==> src/shared/ldsh_pkg.sv <==
// Package: encodings, fields and states for the load/shift decode unit
`default_nettype none
package ldsh_pkg;
    // 16-bit register-offset signed halfword load: bits 15:9
    localparam logic [6:0] OP16_SHL = 7'h2f;
    // 16-bit shift-left alias: bits 15:11, count nonzero
    localparam logic [4:0] OP16_SHIFT = 5'h00;
    // 32-bit first halfword opcodes, bits 15:4; the shift alias matches all 16 bits
    localparam logic [11:0] OP32_SHL = 12'hf93;
    localparam logic [11:0] OP32_UNP_SH = 12'hf93;
    localparam logic [11:0] OP32_UNP_W = 12'hf85;
    localparam logic [15:0] OP32_SHIFT_HI = 16'hea4f;
    // Second halfword sub-fields
    localparam logic [5:0] SUB_REGOFF = 6'h00;
    localparam logic [3:0] SUB_UNPRIV = 4'he;
    localparam logic [3:0] REG_ALL_ONES = 4'hf;
    localparam logic [3:0] REG_SP = 4'hd;
    localparam logic [3:0] REG_PC = 4'hf;
    localparam logic [1:0] SHIFT_NONE = 2'h0;
    localparam logic [1:0] SHIFT_TYPE_LEFT = 2'h0;
    // Memory access sizes
    localparam logic [1:0] SIZE_HALF = 2'h1;
    localparam logic [1:0] SIZE_WORD = 2'h2;
    localparam int HALF_SIGN_BIT = 15;

    typedef enum logic [2:0] {
        OP_NONE = 3'b000,
        OP_SH_REG = 3'b001,
        OP_UNP_SH = 3'b010,
        OP_UNP_W = 3'b011,
        OP_SHIFT = 3'b100
    } op_kind_t;

    typedef enum logic [1:0] {
        ST_IDLE = 2'b00,
        ST_WAIT = 2'b01,
        ST_DONE = 2'b10
    } exec_state_t;

    // Decode outcome reported to the core
    typedef enum logic [2:0] {
        DEC_OK = 3'b000,
        DEC_LITERAL_SH = 3'b001,
        DEC_LITERAL_W = 3'b010,
        DEC_RELATED = 3'b011,
        DEC_UNDEF = 3'b100,
        DEC_UNPRED = 3'b101,
        DEC_OTHER = 3'b110
    } dec_result_t;

    // Fault classes
    typedef enum logic [2:0] {
        FLT_NONE = 3'b000,
        FLT_USE = 3'b001,
        FLT_BUS = 3'b010,
        FLT_MEMP = 3'b011,
        FLT_SEC = 3'b100
    } fault_t;
endpackage : ldsh_pkg
`default_nettype wire

==> src/hw/ldsh_exec.sv <==
// Execute unit for signed halfword, unprivileged loads and shift alias
//
// Summary of operation
// - register offset is index shifted 0..3
// - halfword loads sign-extend to 32 bits
// - 16-bit register form uses no shift
// - 32-bit two-bit field gives shift 0..3
// - base plus offset, never written back
// - base all ones means literal halfword load
// - register-form destination all ones means related encoding
// - unprivileged word base all ones: literal
// - wide forms not literal or related are undefined without main extension
// - destination 13 or index 13/15 invalid
// - unprivileged destination 13 or 15 invalid
// - unprivileged loads use user permissions
// - unprivileged address base plus zero-extended byte
// - word load writes four bytes unchanged
// - failed checks raise the matching fault
// - shift alias fills low bits with zeros
// - shift count 1..31 from its fields
`default_nettype none
module ldsh_exec
    import ldsh_pkg::*;
#(
    parameter int DATA_W = 32
) (
    // Clock and reset
    input wire logic clk,
    input wire logic reset,
    // Configuration
    input wire logic main_extension_present,
    // Issue from the core
    input wire logic issue_valid,
    output logic issue_ready,
    input wire logic [31:0] instr,
    input wire logic is_wide,
    input wire logic cond_passed,
    // Register file read (combinational, by field)
    output logic [3:0] rd_base_sel,
    output logic [3:0] rd_index_sel,
    input wire logic [DATA_W-1:0] rd_base_data,
    input wire logic [DATA_W-1:0] rd_index_data,
    // Memory request
    output logic mem_req,
    output logic [DATA_W-1:0] mem_addr,
    output logic [1:0] mem_size,
    output logic mem_unpriv,
    input wire logic mem_ack,
    input wire logic [DATA_W-1:0] mem_rdata,
    input wire logic mem_bus_err,
    input wire logic mem_mpu_err,
    input wire logic mem_sec_err,
    // Register writeback
    output logic wb_valid,
    output logic [3:0] wb_reg,
    output logic [DATA_W-1:0] wb_data,
    // Completion and status
    output logic done,
    output logic redirect,
    output dec_result_t redirect_kind,
    output logic fault_valid,
    output fault_t fault_kind
);
    op_kind_t kind;
    dec_result_t result;
    logic [3:0] dst;
    logic [3:0] base;
    logic [3:0] index;
    logic [4:0] shamt;
    logic [7:0] offset8;
    exec_state_t state;
    op_kind_t held_kind;
    logic [3:0] held_dst;
    logic accept;
    logic [DATA_W-1:0] next_addr;

    // Half-word sign extension, shared by both halfword loads
    function automatic logic [DATA_W-1:0] sext_half(
        input logic [DATA_W-1:0] d);
        sext_half = {{(DATA_W-16){d[HALF_SIGN_BIT]}}, d[15:0]};
    endfunction : sext_half

    ldsh_decode u_decode (
        .instr(instr),
        .is_wide(is_wide),
        .main_extension_present(main_extension_present),
        .kind(kind),
        .result(result),
        .destination_field(dst),
        .base_field(base),
        .index_field(index),
        .shift_amount(shamt),
        .byte_offset_field(offset8)
    );

    assign rd_base_sel = base;
    assign rd_index_sel = index;
    assign issue_ready = (state == ST_IDLE);
    assign accept = issue_valid && issue_ready;

    // Effective address; addition only, base is never updated
    always_comb begin
        next_addr = '0;
        if (kind == OP_SH_REG) begin
            next_addr = rd_base_data + (rd_index_data << shamt);
        end else if (kind == OP_UNP_SH || kind == OP_UNP_W) begin
            next_addr = rd_base_data + {{(DATA_W-8){1'b0}}, offset8};
        end
    end

    // Sequencer: one load outstanding at a time keeps ordering trivial
    always_ff @(posedge clk) begin
        if (reset) begin
            state <= ST_IDLE;
        end else begin
            case (state)
                ST_IDLE: begin
                    if (accept && cond_passed && result == DEC_OK &&
                        kind != OP_SHIFT && kind != OP_NONE) begin
                        state <= ST_WAIT;
                    end else if (accept) begin
                        state <= ST_DONE;
                    end
                end
                ST_WAIT: begin
                    if (mem_ack) begin
                        state <= ST_DONE;
                    end
                end
                ST_DONE: state <= ST_IDLE;
                default: state <= ST_IDLE;
            endcase
        end
    end

    // Memory request fields held for the whole access
    always_ff @(posedge clk) begin
        if (reset) begin
            mem_req <= 1'b0;
            mem_addr <= '0;
            mem_size <= SIZE_HALF;
            mem_unpriv <= 1'b0;
            held_kind <= OP_NONE;
            held_dst <= 4'h0;
        end else if (state == ST_IDLE && accept) begin
            // a failed condition never starts an access
            mem_req <= cond_passed && result == DEC_OK &&
                       kind != OP_SHIFT && kind != OP_NONE;
            mem_addr <= next_addr;
            mem_size <= (kind == OP_UNP_W) ? SIZE_WORD : SIZE_HALF;
            mem_unpriv <= (kind == OP_UNP_SH || kind == OP_UNP_W);
            held_kind <= kind;
            held_dst <= dst;
        end else if (state == ST_WAIT && mem_ack) begin
            mem_req <= 1'b0;
        end
    end

    // Writeback, faults and completion, all one-cycle pulses
    always_ff @(posedge clk) begin
        if (reset) begin
            wb_valid <= 1'b0;
            wb_reg <= 4'h0;
            wb_data <= '0;
            done <= 1'b0;
            redirect <= 1'b0;
            redirect_kind <= DEC_OK;
            fault_valid <= 1'b0;
            fault_kind <= FLT_NONE;
        end else begin
            wb_valid <= 1'b0;
            done <= 1'b0;
            redirect <= 1'b0;
            fault_valid <= 1'b0;
            if (accept) begin
                wb_reg <= dst;
                if (!cond_passed) begin
                    done <= 1'b1;
                end else if (result == DEC_UNDEF ||
                             result == DEC_UNPRED) begin
                    // Invalid encodings are trapped, not executed
                    fault_valid <= 1'b1;
                    fault_kind <= FLT_USE;
                    done <= 1'b1;
                end else if (result != DEC_OK || kind == OP_NONE) begin
                    redirect <= 1'b1;
                    redirect_kind <= result;
                    done <= 1'b1;
                end else if (kind == OP_SHIFT) begin
                    wb_valid <= 1'b1;
                    wb_data <= rd_index_data << shamt;
                    done <= 1'b1;
                end
            end else if (state == ST_WAIT && mem_ack) begin
                done <= 1'b1;
                wb_reg <= held_dst;
                if (mem_sec_err) begin
                    fault_valid <= 1'b1;
                    fault_kind <= FLT_SEC;
                end else if (mem_mpu_err) begin
                    fault_valid <= 1'b1;
                    fault_kind <= FLT_MEMP;
                end else if (mem_bus_err) begin
                    fault_valid <= 1'b1;
                    fault_kind <= FLT_BUS;
                end else begin
                    wb_valid <= 1'b1;
                    if (held_kind == OP_UNP_W) begin
                        wb_data <= mem_rdata;
                    end else begin
                        wb_data <= sext_half(mem_rdata);
                    end
                end
            end
        end
    end
endmodule : ldsh_exec
`default_nettype wire

==> src/hw/ldsh_decode.sv <==
// Combinational decoder for the load and shift-alias group
`default_nettype none
module ldsh_decode
    import ldsh_pkg::*;
(
    // Instruction
    input wire logic [31:0] instr,
    input wire logic is_wide,
    input wire logic main_extension_present,
    // Decoded fields
    output op_kind_t kind,
    output dec_result_t result,
    output logic [3:0] destination_field,
    output logic [3:0] base_field,
    output logic [3:0] index_field,
    output logic [4:0] shift_amount,
    output logic [7:0] byte_offset_field
);
    logic [15:0] hw1;
    logic [15:0] hw2;

    assign hw1 = instr[31:16];
    assign hw2 = instr[15:0];

    // Field extraction and classification
    always_comb begin
        kind = OP_NONE;
        result = DEC_OTHER;
        destination_field = 4'h0;
        base_field = 4'h0;
        index_field = 4'h0;
        shift_amount = 5'h00;
        byte_offset_field = 8'h00;
        if (!is_wide) begin
            if (instr[15:9] == OP16_SHL) begin
                kind = OP_SH_REG;
                result = DEC_OK;
                index_field = {1'b0, instr[8:6]};
                base_field = {1'b0, instr[5:3]};
                destination_field = {1'b0, instr[2:0]};
                shift_amount = 5'h00;
            end else if (instr[15:11] == OP16_SHIFT &&
                         instr[10:6] != 5'h00) begin
                kind = OP_SHIFT;
                result = DEC_OK;
                shift_amount = instr[10:6];
                index_field = {1'b0, instr[5:3]};
                destination_field = {1'b0, instr[2:0]};
            end
        end else if (hw1[15:4] == OP32_SHL &&
                     hw2[11:6] == SUB_REGOFF) begin
            kind = OP_SH_REG;
            base_field = hw1[3:0];
            destination_field = hw2[15:12];
            index_field = hw2[3:0];
            shift_amount = {3'h0, hw2[5:4]};
            if (base_field == REG_ALL_ONES) begin
                result = DEC_LITERAL_SH;
            end else if (destination_field == REG_ALL_ONES) begin
                result = DEC_RELATED;
            end else if (!main_extension_present) begin
                result = DEC_UNDEF;
            end else if (destination_field == REG_SP ||
                         index_field == REG_SP ||
                         index_field == REG_PC) begin
                result = DEC_UNPRED;
            end else begin
                result = DEC_OK;
            end
        end else if ((hw1[15:4] == OP32_UNP_SH ||
                      hw1[15:4] == OP32_UNP_W) &&
                     hw2[11:8] == SUB_UNPRIV) begin
            kind = (hw1[15:4] == OP32_UNP_W) ? OP_UNP_W : OP_UNP_SH;
            base_field = hw1[3:0];
            destination_field = hw2[15:12];
            byte_offset_field = hw2[7:0];
            if (base_field == REG_ALL_ONES) begin
                result = (kind == OP_UNP_W) ? DEC_LITERAL_W
                                            : DEC_LITERAL_SH;
            end else if (!main_extension_present) begin
                result = DEC_UNDEF;
            end else if (destination_field == REG_SP ||
                         destination_field == REG_PC) begin
                result = DEC_UNPRED;
            end else begin
                result = DEC_OK;
            end
        end else if (hw1 == OP32_SHIFT_HI && hw2[15] == 1'b0 &&
                     hw2[5:4] == SHIFT_TYPE_LEFT &&
                     {hw2[14:12], hw2[7:6]} != 5'h00) begin
            kind = OP_SHIFT;
            destination_field = hw2[11:8];
            index_field = hw2[3:0];
            shift_amount = {hw2[14:12], hw2[7:6]};
            result = main_extension_present ? DEC_OK : DEC_UNDEF;
        end
    end
endmodule : ldsh_decode
`default_nettype wire

==> config.mk <==
export PLATFORM = sky130hd
export DESIGN_NAME = ldsh_exec
export DESIGN_NICKNAME = d
export VERILOG_FILES = /design/src/shared/ldsh_pkg.sv /design/src/hw/ldsh_exec.sv /design/src/hw/ldsh_decode.sv
export SDC_FILE = /design/constraint.sdc
export NUM_CORES = 1
export LEC_CHECK = 0
export CORE_MARGIN = 2
export CORE_UTILIZATION = 45
export CTS_BUF_LIST = sky130_fd_sc_hd__clkbuf_8
export CTS_CLUSTER_SIZE = 8
export DETAILED_ROUTE_END_ITERATION = 8
export DONT_BUFFER_PORTS = 1
export PLACE_DENSITY_LB_ADDON = 0.3
export SLEW_MARGIN = 0
export SYNTH_ARGS = -nofsm -noshare
export SYNTH_HDL_FRONTEND = slang
export SYNTH_HIERARCHICAL = 1
export SYNTH_SLANG_ARGS = --single-unit
==> constraint.sdc <==
create_clock -name clk -period 13.36 [get_ports clk]
set_input_delay 2.672 -clock clk [delete_from_list [all_inputs] [get_ports clk]]
set_output_delay 2.672 -clock clk [all_outputs]
set_load 0.02 [all_outputs]
After elaboration in Yosys (flattened, before gate mapping)
Cells that the tools add are included.
- word-level logic and storage cells: 190
- bits in registers: 91
- eq/ne operators: 30
- multiplexer cells: 97
- shift operators: 1
- add/sub/neg operators: 2
- reductions and logical operators: 41
- bitwise logic cells: 4
- operator list (kind ; number):
    $mux W32 ; 12
    $mux W3 ; 30
    $mux W4 ; 15
    $add A32 B32 Y32 ; 1
    $add A32 B8 Y32 ; 1
    $shl A32 B5 Y32 ; 1
    $mux W5 ; 6
    $mux W1 ; 25
    $eq A12 B12 Y1 const B ; 2
    $eq A4 B4 Y1 const B ; 6
    $mux W8 ; 3
    $eq A16 B16 Y1 const B ; 1
    $logic_and A1 B1 Y1 ; 16
    $eq A3 B2 Y1 const B ; 4
    $mux W2 ; 5
    $ne A2 B1 Y1 const B ; 5
    $reduce_bool A5 Y1 ; 2
    $eq A3 B3 Y1 const B ; 3
    $ne A2 B2 Y1 const B ; 4
    $reduce_and A4 Y1 ; 2
    $reduce_and A8 Y1 ; 1
    $eq A7 B6 Y1 const B ; 1
    $logic_or A1 B1 Y1 ; 7
    $logic_not A3 Y1 ; 2
    14 further kinds ; 20

Logic depth before layout (Yosys ltp)
Gate-level depths: netlist of run 1.
- depth after elaboration: 15
- depth in mapped cells: 25
- gate-level depth less buffers: 22

Modules after synthesis
The synthesis of run 1 kept the hierarchy.
- by module, submodules not included (module ; times used ; cells each ; sequential area each (µm²) ; area each (µm²)):
    ldsh_exec ; 1 ; 1023 ; 1821.7 ; 7759.9
    ldsh_decode ; 1 ; 107 ; 0.0 ; 710.7

Worst setup path before layout of run 1
Ideal clock, no wire load.
- path type: input port to flip-flop
- start: in instr[12]
- end: reg mem_addr[28]
- setup slack: 5.744 ns
- stages: 23
- required time: 13.228 ns
- arrival: 7.484 ns
- library setup time: 0.132 ns
- cells stage by stage: or4_1 > o211ai_2 > nor4_2 > or2_4 > a32o_2 > buf_2 > inv_1 > buf_1 > mux2i_1 > nand2_1 > o21ai_0 > nor2_1 > a211oi_1 > ha_1 > a21o_1 > a221o_1 > a41o_1 > a41o_1 > o211ai_2 > a31oi_1 > xor2_1 > a221oi_1 > nor3_1
- cells in the longest elaborated chain, start to end: 10
- ends and longest elaborated chain (element ; RTL line ; source):
    start, declared ; ldsh_exec.sv:35 ; input wire logic [31:0] instr,
    $reduce_bool A5 Y1 ; ldsh_decode.sv:90 ; {hw2[14:12], hw2[7:6]} != 5'h00) begin
    $logic_and A1 B1 Y1 ; ldsh_decode.sv:89 ; hw2[5:4] == SHIFT_TYPE_LEFT &&
    $mux W3 ; ldsh_decode.sv:88 ; end else if (hw1 == OP32_SHIFT_HI && hw2[15] == 1'b0 &&
    $mux W3 ; ldsh_decode.sv:70 ; end else if ((hw1[15:4] == OP32_UNP_SH ||
    $mux W3 ; ldsh_decode.sv:50 ; end else if (hw1[15:4] == OP32_SHL &&
    $mux W3 (*) ; ldsh_decode.sv:34 ; if (!is_wide) begin
    named net kind[2] ; ldsh_exec.sv:64 ; op_kind_t kind;
    $eq A3 B2 Y1 ; ldsh_exec.sv:106 ; end else if (kind == OP_UNP_SH || kind == OP_UNP_W) begin
    $logic_or A1 B1 Y1 ; ldsh_exec.sv:106 ;
    $mux W32 ; ldsh_exec.sv:106 ;
    $mux W32 (*) ; ldsh_exec.sv:104 ; if (kind == OP_SH_REG) begin
    end signal, assigned ; ldsh_exec.sv:149 ; mem_addr <= next_addr;
    end, declared ; ldsh_exec.sv:45 ; output logic [DATA_W-1:0] mem_addr,
The timed path passes the listed nets; every way through them passes the cells marked *.
A chain may end at the register's enable or synchronous reset.

Worst setup path after layout of run 1
- start: in instr[23]
- end: reg mem_addr[16]
- cells in the longest elaborated chain, start to end: 12
- ends and longest elaborated chain (element ; RTL line):
    $eq A16 B16 Y1 ; ldsh_decode.sv:88
    $logic_and A1 B1 Y1 (2 in a row) ; ldsh_decode.sv:88
    $logic_and A1 B1 Y1 ; ldsh_decode.sv:89
    $mux W3 ; ldsh_decode.sv:88
    $mux W3 ; ldsh_decode.sv:70
    $mux W3 (*) ; ldsh_decode.sv:50
    $mux W3 (*) ; ldsh_decode.sv:34
    named net kind[2] ; ldsh_exec.sv:64
    $eq A3 B2 Y1 ; ldsh_exec.sv:106
    $logic_or A1 B1 Y1 ; ldsh_exec.sv:106
    $mux W32 ; ldsh_exec.sv:106
    $mux W32 (*) ; ldsh_exec.sv:104
Marks and branches as above.

==> results by group, run 1 <==
Timing
  – Fmax: 118 MHz
  – Final Hold Fails: 0
  – Final setup violating endpoints: 0
  – Relative slew slack: 0.307
  – RSZ-0062 raised after global routing: no
  – Slew Limit Fails: 0
  – Final Skew: 0.0158 ns
  – Final worst-path cycle share: 0.633
  – Measured slew at the worst slew-check pin: 1.04 ns
  – Final Critical Period: 8.46 ns
  – Post-Route Setup TNS: 0 ns

GRT
  – Overall Global Routing Usage: 0.277
  – Number of global-route vias before repair: 7805
  – Met3 Track Usage GR: 0.0819
  – First-pass GRT wire length: 43600 µm
  – Largest net degree at the start of global routing: 96
  – Met1 usage: 0.366
  – Met2 Use GR: 0.427
  – Total grt overflow: 0
  – Top Usage Layer GRT: met2
  – Initial antenna violation count: 1

Clock tree
  – CTS Buf Count: 9
  – Post-CTS Setup Bufs: 0
  – Post-CTS sizing: 0
  – TritonCTS Sinks: 91
  – Clock slew at the register clock pins of the worst setup and hold paths: 0.10 ns
  – Max Root-Sink Buffers: 2
  – Cts hold-fix bufs: 0
  – CTS tree: yes
  – CTS root buf: clkbuf_8
  – # H-tree levels: 3
  – Later-pin clock latency in the skew report: 0.38 ns

Synth
  – Area leader, netlist: dfxtp_1
  – Distinct cells, synth: 81
  – Synthesized area per cell: 7.50 µm²
  – Mapped cell area: 8470 µm²
  – Syn_nets: 1309
  – Post-synthesis cell count: 1130
  – YS warnings: 6
  – Yosys reg bits: 91
  – Sequential element share of the synthesized area: 0.215
  – Ranking of synthesized cells by area: dfxtp_1 (22%), nand2_1 (7.3%), a21oi_1 (6.5%), ha_1 (5.8%), nor2_1 (5.1%)
  – Post-synth top area share: 0.215
  – Ys flop type: dfxtp_1
  – Post-synth EDFFs: 0
  – Async SR Flop Fraction: 0

Worst setup path
  – CP Launch Type: input pin
  – Nature of the critical path endpoint: flip-flop
  – Crit path cell chain: nor3b_1 -> o211ai_2 -> nor4_2 -> or2_4 -> a32o_2 -> inv_1 -> a21oi_1 -> nand2_1 -> o21ai_0 -> o21ai_0 -> nor2_1 -> ha_1 -> and3_1 -> a221o_1 -> a41oi_1 -> o21ai_0 -> a211oi_1 -> nor2_1 -> xor2_1 -> a221oi_1 -> nor3_1
  – Slowest-stage cell, CP: a32o_2
  – Buf/Inv on CP: 1
  – Crit path largest cell delay: 0.62 ns
  – Worst-path fanout max: 29
  – Critical Path AT: 8.73 ns
  – Setup Crit Path Kind: in -> reg
  – Cell family with most CP delay: compound AO/OA/AOI/OAI gates
  – Req. time, crit path: 13.63 ns
  – Worst path most repeated cell: o21ai_0

Cells and area
  – Fin area: 8670 µm²
  – Total of fill cells in the finished design: 1888
  – Most common cell after layout, fill and taps aside: nand2_1
  – Diodes inserted: 0
  – Register Area: 1820 µm²
  – Area grow syn2layout: 2.35%
  – Most frequent cells in the layout: nand2_1 (164), nor2_1 (115), a21oi_1 (110)
  – Non-Filler Instances: 1308
  – Layout net count: 1249
  – Share of layout cells above drive strength 1: 0.0708
  – Biggest regs: mem_addr: 32 flops, wb_data: 32 flops
  – Area of the multi-input gates: 6250 µm²

Place
  – Gpl congestion: 0.933
  – Inst Count DP: 1293
  – Port-buffer cells: 0
  – DP HPWL: 21900 µm
  – Placed cell area: 8500 µm²

Drt
  – DRT Pass-1 Iters: 5
  – Antenna-violating nets left: 0
  – Vias: 8441
  – Remaining routing DRC violations: 0
  – Routed WL: 28500 µm
  – Post-DR wirelength/cell: 21.8 µm
  – Vias per Instance: 6.45
  – Iter 0 DRT Violations: 707

Floorplan
  – Die ar.: 19900 µm²
  – Ports: 229
  – Initial Util: 0.456
  – Core ar.: 18600 µm²
  – Site Rows: 50
  – Die W: 141 µm
  – Die H: 141 µm

Flow run
  – Max-cap viol count: 0

Power and ir drop
  – Static leakage: 0.00325 µW
  – VDD IR-drop max: 35.9 µV
  – Cell Pwr Density: 74.4 nW/µm²

Hold path
  – Hold Crit Class: reg -> reg

Outcome
  – Status: completed
logic make-up (layout without fill, tap and decap cells):
kind of cell,count (synthesis),count (layout),synth area share
DFF,91,91,0.215
and+or+nand+nor,454,454,0.252
muxes,62,62,0.104
xor gates and xnor gates,54,54,0.0567
AOI/OAI and AO/OA,329,329,0.261
buffers and inverters,99,43,0.0493
adders and majority gates,41,41,0.0623
Yosys cell counts, types with 12 or more instances:
master      n
dfxtp_1    91
inv_1      19
mux4_2     16
mux2i_1    34
a221oi_1   23
and2_1     19
a211oi_1   23
ha_1       39
xnor2_1    30
nor2_1    115
a21oi_1   110
nand2_1   165
nand3_1    23
nand4_1    12
xor2_1     23
nor3_1     53
o211ai_1   25
a311oi_1   13
o21ai_0    34
a21o_1     26
clkbuf_1   57
final cells by class:
class / instances / area share
Clock buffer: 9 / 0.0143
Clock inverter: 6 / 0.00491
Inverter: 19 / 0.00823
Multi-Input combinational cell: 940 / 0.721
Sequential cell: 91 / 0.210
Tap cell: 234 / 0.0338
Timing Repair Buffer: 9 / 0.00779
per-layer routing:
metal | routed length [µm] | share of wire | up-vias
met5 | 0 | 0 | -
met4 | 900 | 0.032 | 0
met3 | 2910 | 0.10 | 59
met2 | 12400 | 0.43 | 389
met1 | 12300 | 0.43 | 3933
li1 | - | - | 4060
through the flow:
| stage | hold WS, ns | total power (µW) | worst slack (ns) | util |
|---|---|---|---|---|
| after floorplan | 0.436 | 440 | 5.74 | - |
| after global routing | 0.485 | 678 | 4.43 | 0.467 |
| after detailed placement | 0.446 | 473 | 4.59 | 0.458 |
| after global placement | 0.438 | 472 | 4.64 | 0.458 |
| after CTS | 0.459 | 645 | 4.99 | 0.467 |
| final | 0.463 | 645 | 4.90 | 0.467 |
worst register-to-register path, delay by kind of cell (launching register included):
kind	cells	cell delay, ns
buf+inv	1	0.40
simple gates	4	1.19
compound gates	3	0.65
flops	1	0.36
path summary, 6_finish.rpt:
kind / from / endpoint / slack, ns / depth (start not counted)
setup / recovery: instr[23] / mem_addr[16] / 4.90 / 21
hold reg to reg: held_dst[2] / held_dst[2] / 0.46 / 2
setup reg to reg: state[0] / wb_data[6] / 10.67 / 8
hold / removal: held_dst[2] / held_dst[2] / 0.46 / 2
power by group:
group	internal (µW)	switching [µW]
clock	67.0	107
combinational	71.8	106
sequential	279	14.6
total	417	228
Note: power is estimated with default switching activity, not from simulation.
==> run 2, diff against run 1 <==
clock period = 7.7 ns   (was 13.36 ns; I/O delays follow)
==> results by group, run 2 (synthesis gave the netlist of run 1 again) <==
Clock tree
  – TritonCTS Sinks: 91
  – CTS Buf Count: 9
  – Max Root-Sink Buffers: 2
  – # H-tree levels: 3
  – Later-pin clock latency in the skew report: 0.38 ns
  – Clock slew at the register clock pins of the worst setup and hold paths: 0.09 ns
  – Post-CTS Setup Bufs: 0
  – CTS root buf: clkbuf_8
  – CTS tree: yes
  – Post-CTS sizing: 0
  – Cts hold-fix bufs: 0

Cells and area
  – Share of layout cells above drive strength 1: 0.0741
  – Biggest regs: mem_addr: 32 flops, wb_data: 32 flops
  – Area grow syn2layout: 2.97%
  – Diodes inserted: 0
  – Most frequent cells in the layout: nand2_1 (164), nor2_1 (115), a21oi_1 (110)
  – Final core utilization: 0.469
  – Most common cell after layout, fill and taps aside: nand2_1
  – Layout net count: 1254
  – Total of fill cells in the finished design: 1889

Timing
  – RSZ-0062 raised after global routing: no
  – Final Skew: 0.0172 ns
  – Final worst-path cycle share: 0.898
  – Final Critical Period: 6.91 ns
  – Relative slew slack: 0.298
  – Post-Route Setup TNS: 0 ns
  – Measured slew at the worst slew-check pin: 1.05 ns
  – Final Hold Fails: 0
  – Fmax: 145 MHz
  – Slew Limit Fails: 0
  – Final setup violating endpoints: 0
  – Hold slack final: 0.458 ns

Worst setup path
  – Cell family with most CP delay: compound AO/OA/AOI/OAI gates
  – Critical Path AT: 7.17 ns
  – Crit path cell chain: nor3b_1 -> o211ai_2 -> nor4_2 -> or2_4 -> a32o_2 -> buf_4 -> mux4_2 -> nand2_1 -> nand2_1 -> o21ai_0 -> o22ai_1 -> ha_1 -> a21o_1 -> a21oi_1 -> o21ai_0 -> a22o_1 -> or3_1 -> a21oi_1 -> xnor2_1 -> a221oi_1 -> nor3_1
  – CP Launch Type: input pin
  – Req. time, crit path: 7.96 ns
  – Buf/Inv on CP: 1
  – Crit path largest cell delay: 0.57 ns
  – Nature of the critical path endpoint: flip-flop
  – Slowest-stage cell, CP: mux4_2
  – Worst-path fanout max: 21
  – Setup Crit Path Kind: in -> reg

Power and ir drop
  – VDD IR-drop max: 60.3 µV
  – Cell Pwr Density: 130 nW/µm²
  – Static leakage: 0.00330 µW

Flow run
  – Max-cap viol count: 0

Drt
  – Post-DR wirelength/cell: 21.8 µm
  – Remaining routing DRC violations: 0
  – Vias: 8467
  – DRT Pass-1 Iters: 6
  – Iter 0 DRT Violations: 733
  – Routed WL: 28700 µm
  – Antenna-violating nets left: 0
  – Vias per Instance: 6.44

GRT
  – Number of global-route vias before repair: 7711
  – Overall Global Routing Usage: 0.279
  – Total grt overflow: 0
  – Largest net degree at the start of global routing: 96
  – First-pass GRT wire length: 43700 µm
  – Initial antenna violation count: 0

Place
  – DP HPWL: 22200 µm
  – Port-buffer cells: 0
  – Gpl congestion: 0.956

Floorplan
  – Site Rows: 50
  – Core ar.: 18600 µm²
  – Initial Util: 0.456
  – Ports: 229
  – Die ar.: 19900 µm²
  – Die H: 141 µm
  – Die W: 141 µm

Outcome
  – Status: completed

Hold path
  – Hold Crit Class: reg -> reg
==> run 2: final cells by class <==
| cell class | instances | area (µm²) | area share |
|---|---|---|---|
| repair buffers | 14 | 105 | 0.0120 |
| well taps | 234 | 293 | 0.0336 |
| clock buffers | 11 | 151 | 0.0174 |
| multi-input cells | 940 | 6250 | 0.717 |
| inverters | 19 | 71.3 | 0.00818 |
| clock inverters | 5 | 30.0 | 0.00344 |
| flip-flops and latches | 91 | 1820 | 0.209 |
==> run 2: power by group <==
part / internal, µW / leakage [µW] / switching [µW]
clock: 134 / 0.000102 / 179
combinational: 125 / 0.00246 / 185
sequential: 483 / 0.000740 / 26.1
total: 742 / 0.00330 / 390
==> run 2: metrics by stage <==
step,power [µW],worst slack (ns),cell area [µm²],instances
global placement,821,0.509,8540,1298
CTS,1130,0.872,8720,1314
global route,1190,0.354,8720,1314
finish,1130,0.789,8720,1314
floorplan,763,1.22,8470,1130
detailed placement,822,0.461,8540,1298
==> run 2: final timing paths <==
path                                    from            to  slack, ns  cells after the start
worst min register to register  held_kind[0]  held_kind[0]       0.46                      2
worst max register to register      state[0]   wb_data[19]       4.25                      9
worst min-delay path            held_kind[0]  held_kind[0]       0.46                      2
worst max-delay path               instr[23]  mem_addr[21]       0.79                     21
==> run 2: routing by layer <==
layer / GRT usage / up-vias / part of all wire
li1: - / 4059 / -
met1: 0.376 / 3950 / 0.42
met2: 0.421 / 407 / 0.43
met3: 0.0948 / 51 / 0.12
met4: 0.0858 / 0 / 0.027
met5: 0 / - / 0
==> run 2: worst register-to-register path, cell delays in order (launching register included) <==
cell and delay (ns):
dfxtp_1 0.36, nor2_1 0.46, and2_2 0.23, buf_4 0.56, o21ai_0 0.32, nor3_2 0.42
a32o_1 0.22, buf_4 0.39, o211ai_1 0.23, a21oi_1 0.19
==> run 3, diff against run 2 <==
SYNTH_HIERARCHICAL = default   (was 1)
==> results by group, run 3 <==
Flow run
  – Max-cap viol count: 0

Cells and area
  – Fin area: 8930 µm²
  – Total of fill cells in the finished design: 1936
  – Biggest regs: mem_addr: 32 flops, wb_data: 32 flops
  – Layout net count: 1318
  – Area grow syn2layout: 3.21%
  – Diodes inserted: 0
  – Most frequent cells in the layout: nor2_1 (153), nand2_1 (151), a21oi_1 (95)
  – Share of layout cells above drive strength 1: 0.0612
  – Most common cell after layout, fill and taps aside: nor2_1

Power and ir drop
  – Internal: 749 µW
  – Cell Pwr Density: 133 nW/µm²
  – Pwr Total: 1190 µW
  – VDD IR-drop max: 65.3 µV
  – Sw Ratio: 0.368
  – Logic pwr share: 0.276
  – Psw: 436 µW
  – Seq pwr share: 0.438
  – Static leakage: 0.00344 µW
  – Clock Power Share: 0.286

Synth
  – Synth Area in Adders: 0.0625
  – Ranking of synthesized cells by area: dfxtp_1 (21%), mux2i_1 (7.5%), nor2_1 (6.7%), nand2_1 (6.6%), ha_1 (5.8%)
  – Post-Synth Simple-Gate Area: 0.276
  – Synth Area in Compound Gates: 0.264
  – Mapped cell area: 8650 µm²
  – Largest family of logic cells by synthesized area: simple AND/OR/NAND/NOR gates
  – Ys flop type: dfxtp_1
  – YS warnings: 0
  – Area leader, netlist: dfxtp_1
  – Mux share of post-synthesis cell area: 0.0804
  – Sequential element share of the synthesized area: 0.211
  – XOR/XNOR Fraction of Synth Area: 0.0567
  – Post-synth top area share: 0.211
  – Syn_nets: 1366
  – Synthesized area per cell: 7.30 µm²
  – Async SR Flop Fraction: 0
  – Yosys reg bits: 91
  – Distinct cells, synth: 80
  – Post-synth EDFFs: 0
  – Post-synthesis cell count: 1186
  – Most numerous cell in the Yosys netlist: nor2_1
  – Commonest cells in the netlist: nor2_1 (154), nand2_1 (152), a21oi_1 (95)

Worst setup path
  – Worst Setup EP: mem_addr[31]
  – CP Launch Type: input pin
  – RR Endpoint: wb_data[30]
  – Req. time, crit path: 7.99 ns
  – Critical Path AT: 7.02 ns
  – Worst-path fanout max: 15
  – Worst r2r src: state[0]
  – R2r worst-path depth: 9
  – R2r setup slk: 3.92 ns
  – CP Launch Point: instr[23]
  – Nature of the critical path endpoint: flip-flop
  – Setup Crit Path Kind: in -> reg

Floorplan
  – Die H: 143 µm
  – Die W: 143 µm
  – Ports: 229
  – Site Rows: 50
  – Core ar.: 18800 µm²
  – Die ar.: 20400 µm²
  – Initial Util: 0.461

Place
  – Port-buffer cells: 0
  – DP HPWL: 23200 µm
  – Gpl congestion: 1.00
  – Placed cell area: 8730 µm²

Drt
  – Post-DR wirelength/cell: 21.7 µm
  – Iter 0 DRT Violations: 752
  – DRT Pass-1 Iters: 5
  – Vias: 8824
  – Vias per Instance: 6.41
  – Antenna-violating nets left: 0
  – Remaining routing DRC violations: 0
  – Routed WL: 29900 µm

Timing
  – Final Hold Fails: 0
  – Measured slew at the worst slew-check pin: 1.08 ns
  – Slew Limit Fails: 0
  – Final Critical Period: 6.74 ns
  – Fmax: 148 MHz
  – Final worst-path cycle share: 0.875
  – Post-Route Setup TNS: 0 ns
  – RSZ-0062 raised after global routing: no
  – Relative slew slack: 0.277
  – Hold slack final: 0.462 ns
  – Final setup violating endpoints: 0
  – Final Skew: 0.0245 ns

GRT
  – Largest net degree at the start of global routing: 95
  – Overall Global Routing Usage: 0.285
  – Total grt overflow: 0
  – Number of global-route vias before repair: 8034
  – Initial antenna violation count: 0
  – First-pass GRT wire length: 45500 µm

Clock tree
  – Post-CTS sizing: 0
  – CTS tree: yes
  – # H-tree levels: 3
  – Clock slew at the register clock pins of the worst setup and hold paths: 0.10 ns
  – Max Root-Sink Buffers: 2
  – Later-pin clock latency in the skew report: 0.40 ns
  – Post-CTS Setup Bufs: 0
  – Cts hold-fix bufs: 0
  – CTS root buf: clkbuf_8
  – CTS Buf Count: 9
  – TritonCTS Sinks: 91

Hold path
  – Worst Hold Depth: 2
  – Hold Crit Class: reg -> reg

Outcome
  – Status: completed
-- run 3: cell count changes in the layout (fill, tap and decap cells not counted), sizes merged, moves of 13 or more --
cell | previous run | this run
nor2 | 115 | 155
mux2i | 34 | 65
o21ai | 36 | 63
mux4 | 18 | 0
nand3 | 23 | 38
a21oi | 111 | 98
nand2 | 165 | 152
-- run 3: worst min path at each step --
stage / start / end / slack (ns)
floorplan: held_kind[1] / held_kind[1] / 0.44
global placement: held_kind[0] / held_kind[0] / 0.44
detailed placement: held_kind[0] / held_kind[0] / 0.44
CTS: held_kind[0] / held_kind[0] / 0.46
global route: held_kind[0] / held_kind[0] / 0.48
finish: held_kind[0] / held_kind[0] / 0.46
-- run 3: final cells by class --
class / instances / area, µm² / area share
multi-input cells: 999 / 6410 / 0.718
well taps: 234 / 293 / 0.0328
clock buffers: 9 / 124 / 0.0139
inverters: 20 / 75.1 / 0.00841
repair buffers: 17 / 128 / 0.0143
clock inverters: 7 / 73.8 / 0.00827
flip-flops and latches: 91 / 1820 / 0.204
-- run 3: metrics by stage --
stage | std cells | setup WS (ns) | util
CTS | 1377 | 1.00 | 0.476
global placement | 1361 | 0.711 | 0.465
finish | 1377 | 0.965 | 0.476
global route | 1377 | 0.512 | 0.476
detailed placement | 1361 | 0.585 | 0.465
floorplan | 1186 | 1.24 | -
-- run 3: routing by layer --
layer,up-vias,part of all wire,GRT usage
li1,4240,-,-
met1,4149,0.42,0.376
met2,392,0.45,0.449
met3,43,0.10,0.0882
met4,0,0.022,0.0813
met5,-,0,0
-- run 3: power by group through the flow --
stage	clock network (µW)	logic (µW)	registers, µW
6_report	339	328	519
5_1_grt	366	360	521
4_1_cts	346	323	520
3_5_place_dp	0	321	531
3_3_place_gp	0	319	530
2_1_floorplan	0	257	525
-- run 3: worst max-delay path, stage by stage --
cell and delay (ns):
nor3b_1 0.26, nand2_1 0.20, nor4_4 0.56, a21o_1 0.42, buf_4 0.31, mux2i_1 0.34
mux2i_1 0.17, mux2_2 0.33, mux2i_1 0.39, ha_1 0.41, a21o_1 0.21, a21o_1 0.17
a21o_1 0.19, a21oi_1 0.15, o21bai_1 0.11, or3_1 0.31, a41o_1 0.22, nand2_1 0.10
and4b_1 0.23, a2111oi_4 0.31, nand2_1 0.08
-- run 3: cells by family after synthesis --
logic type,count (synthesis)
compound gates,336
xor+xnor,56
simple gates,496
mux,69
fa+ha+maj,42
flops,91
buf+inv,96
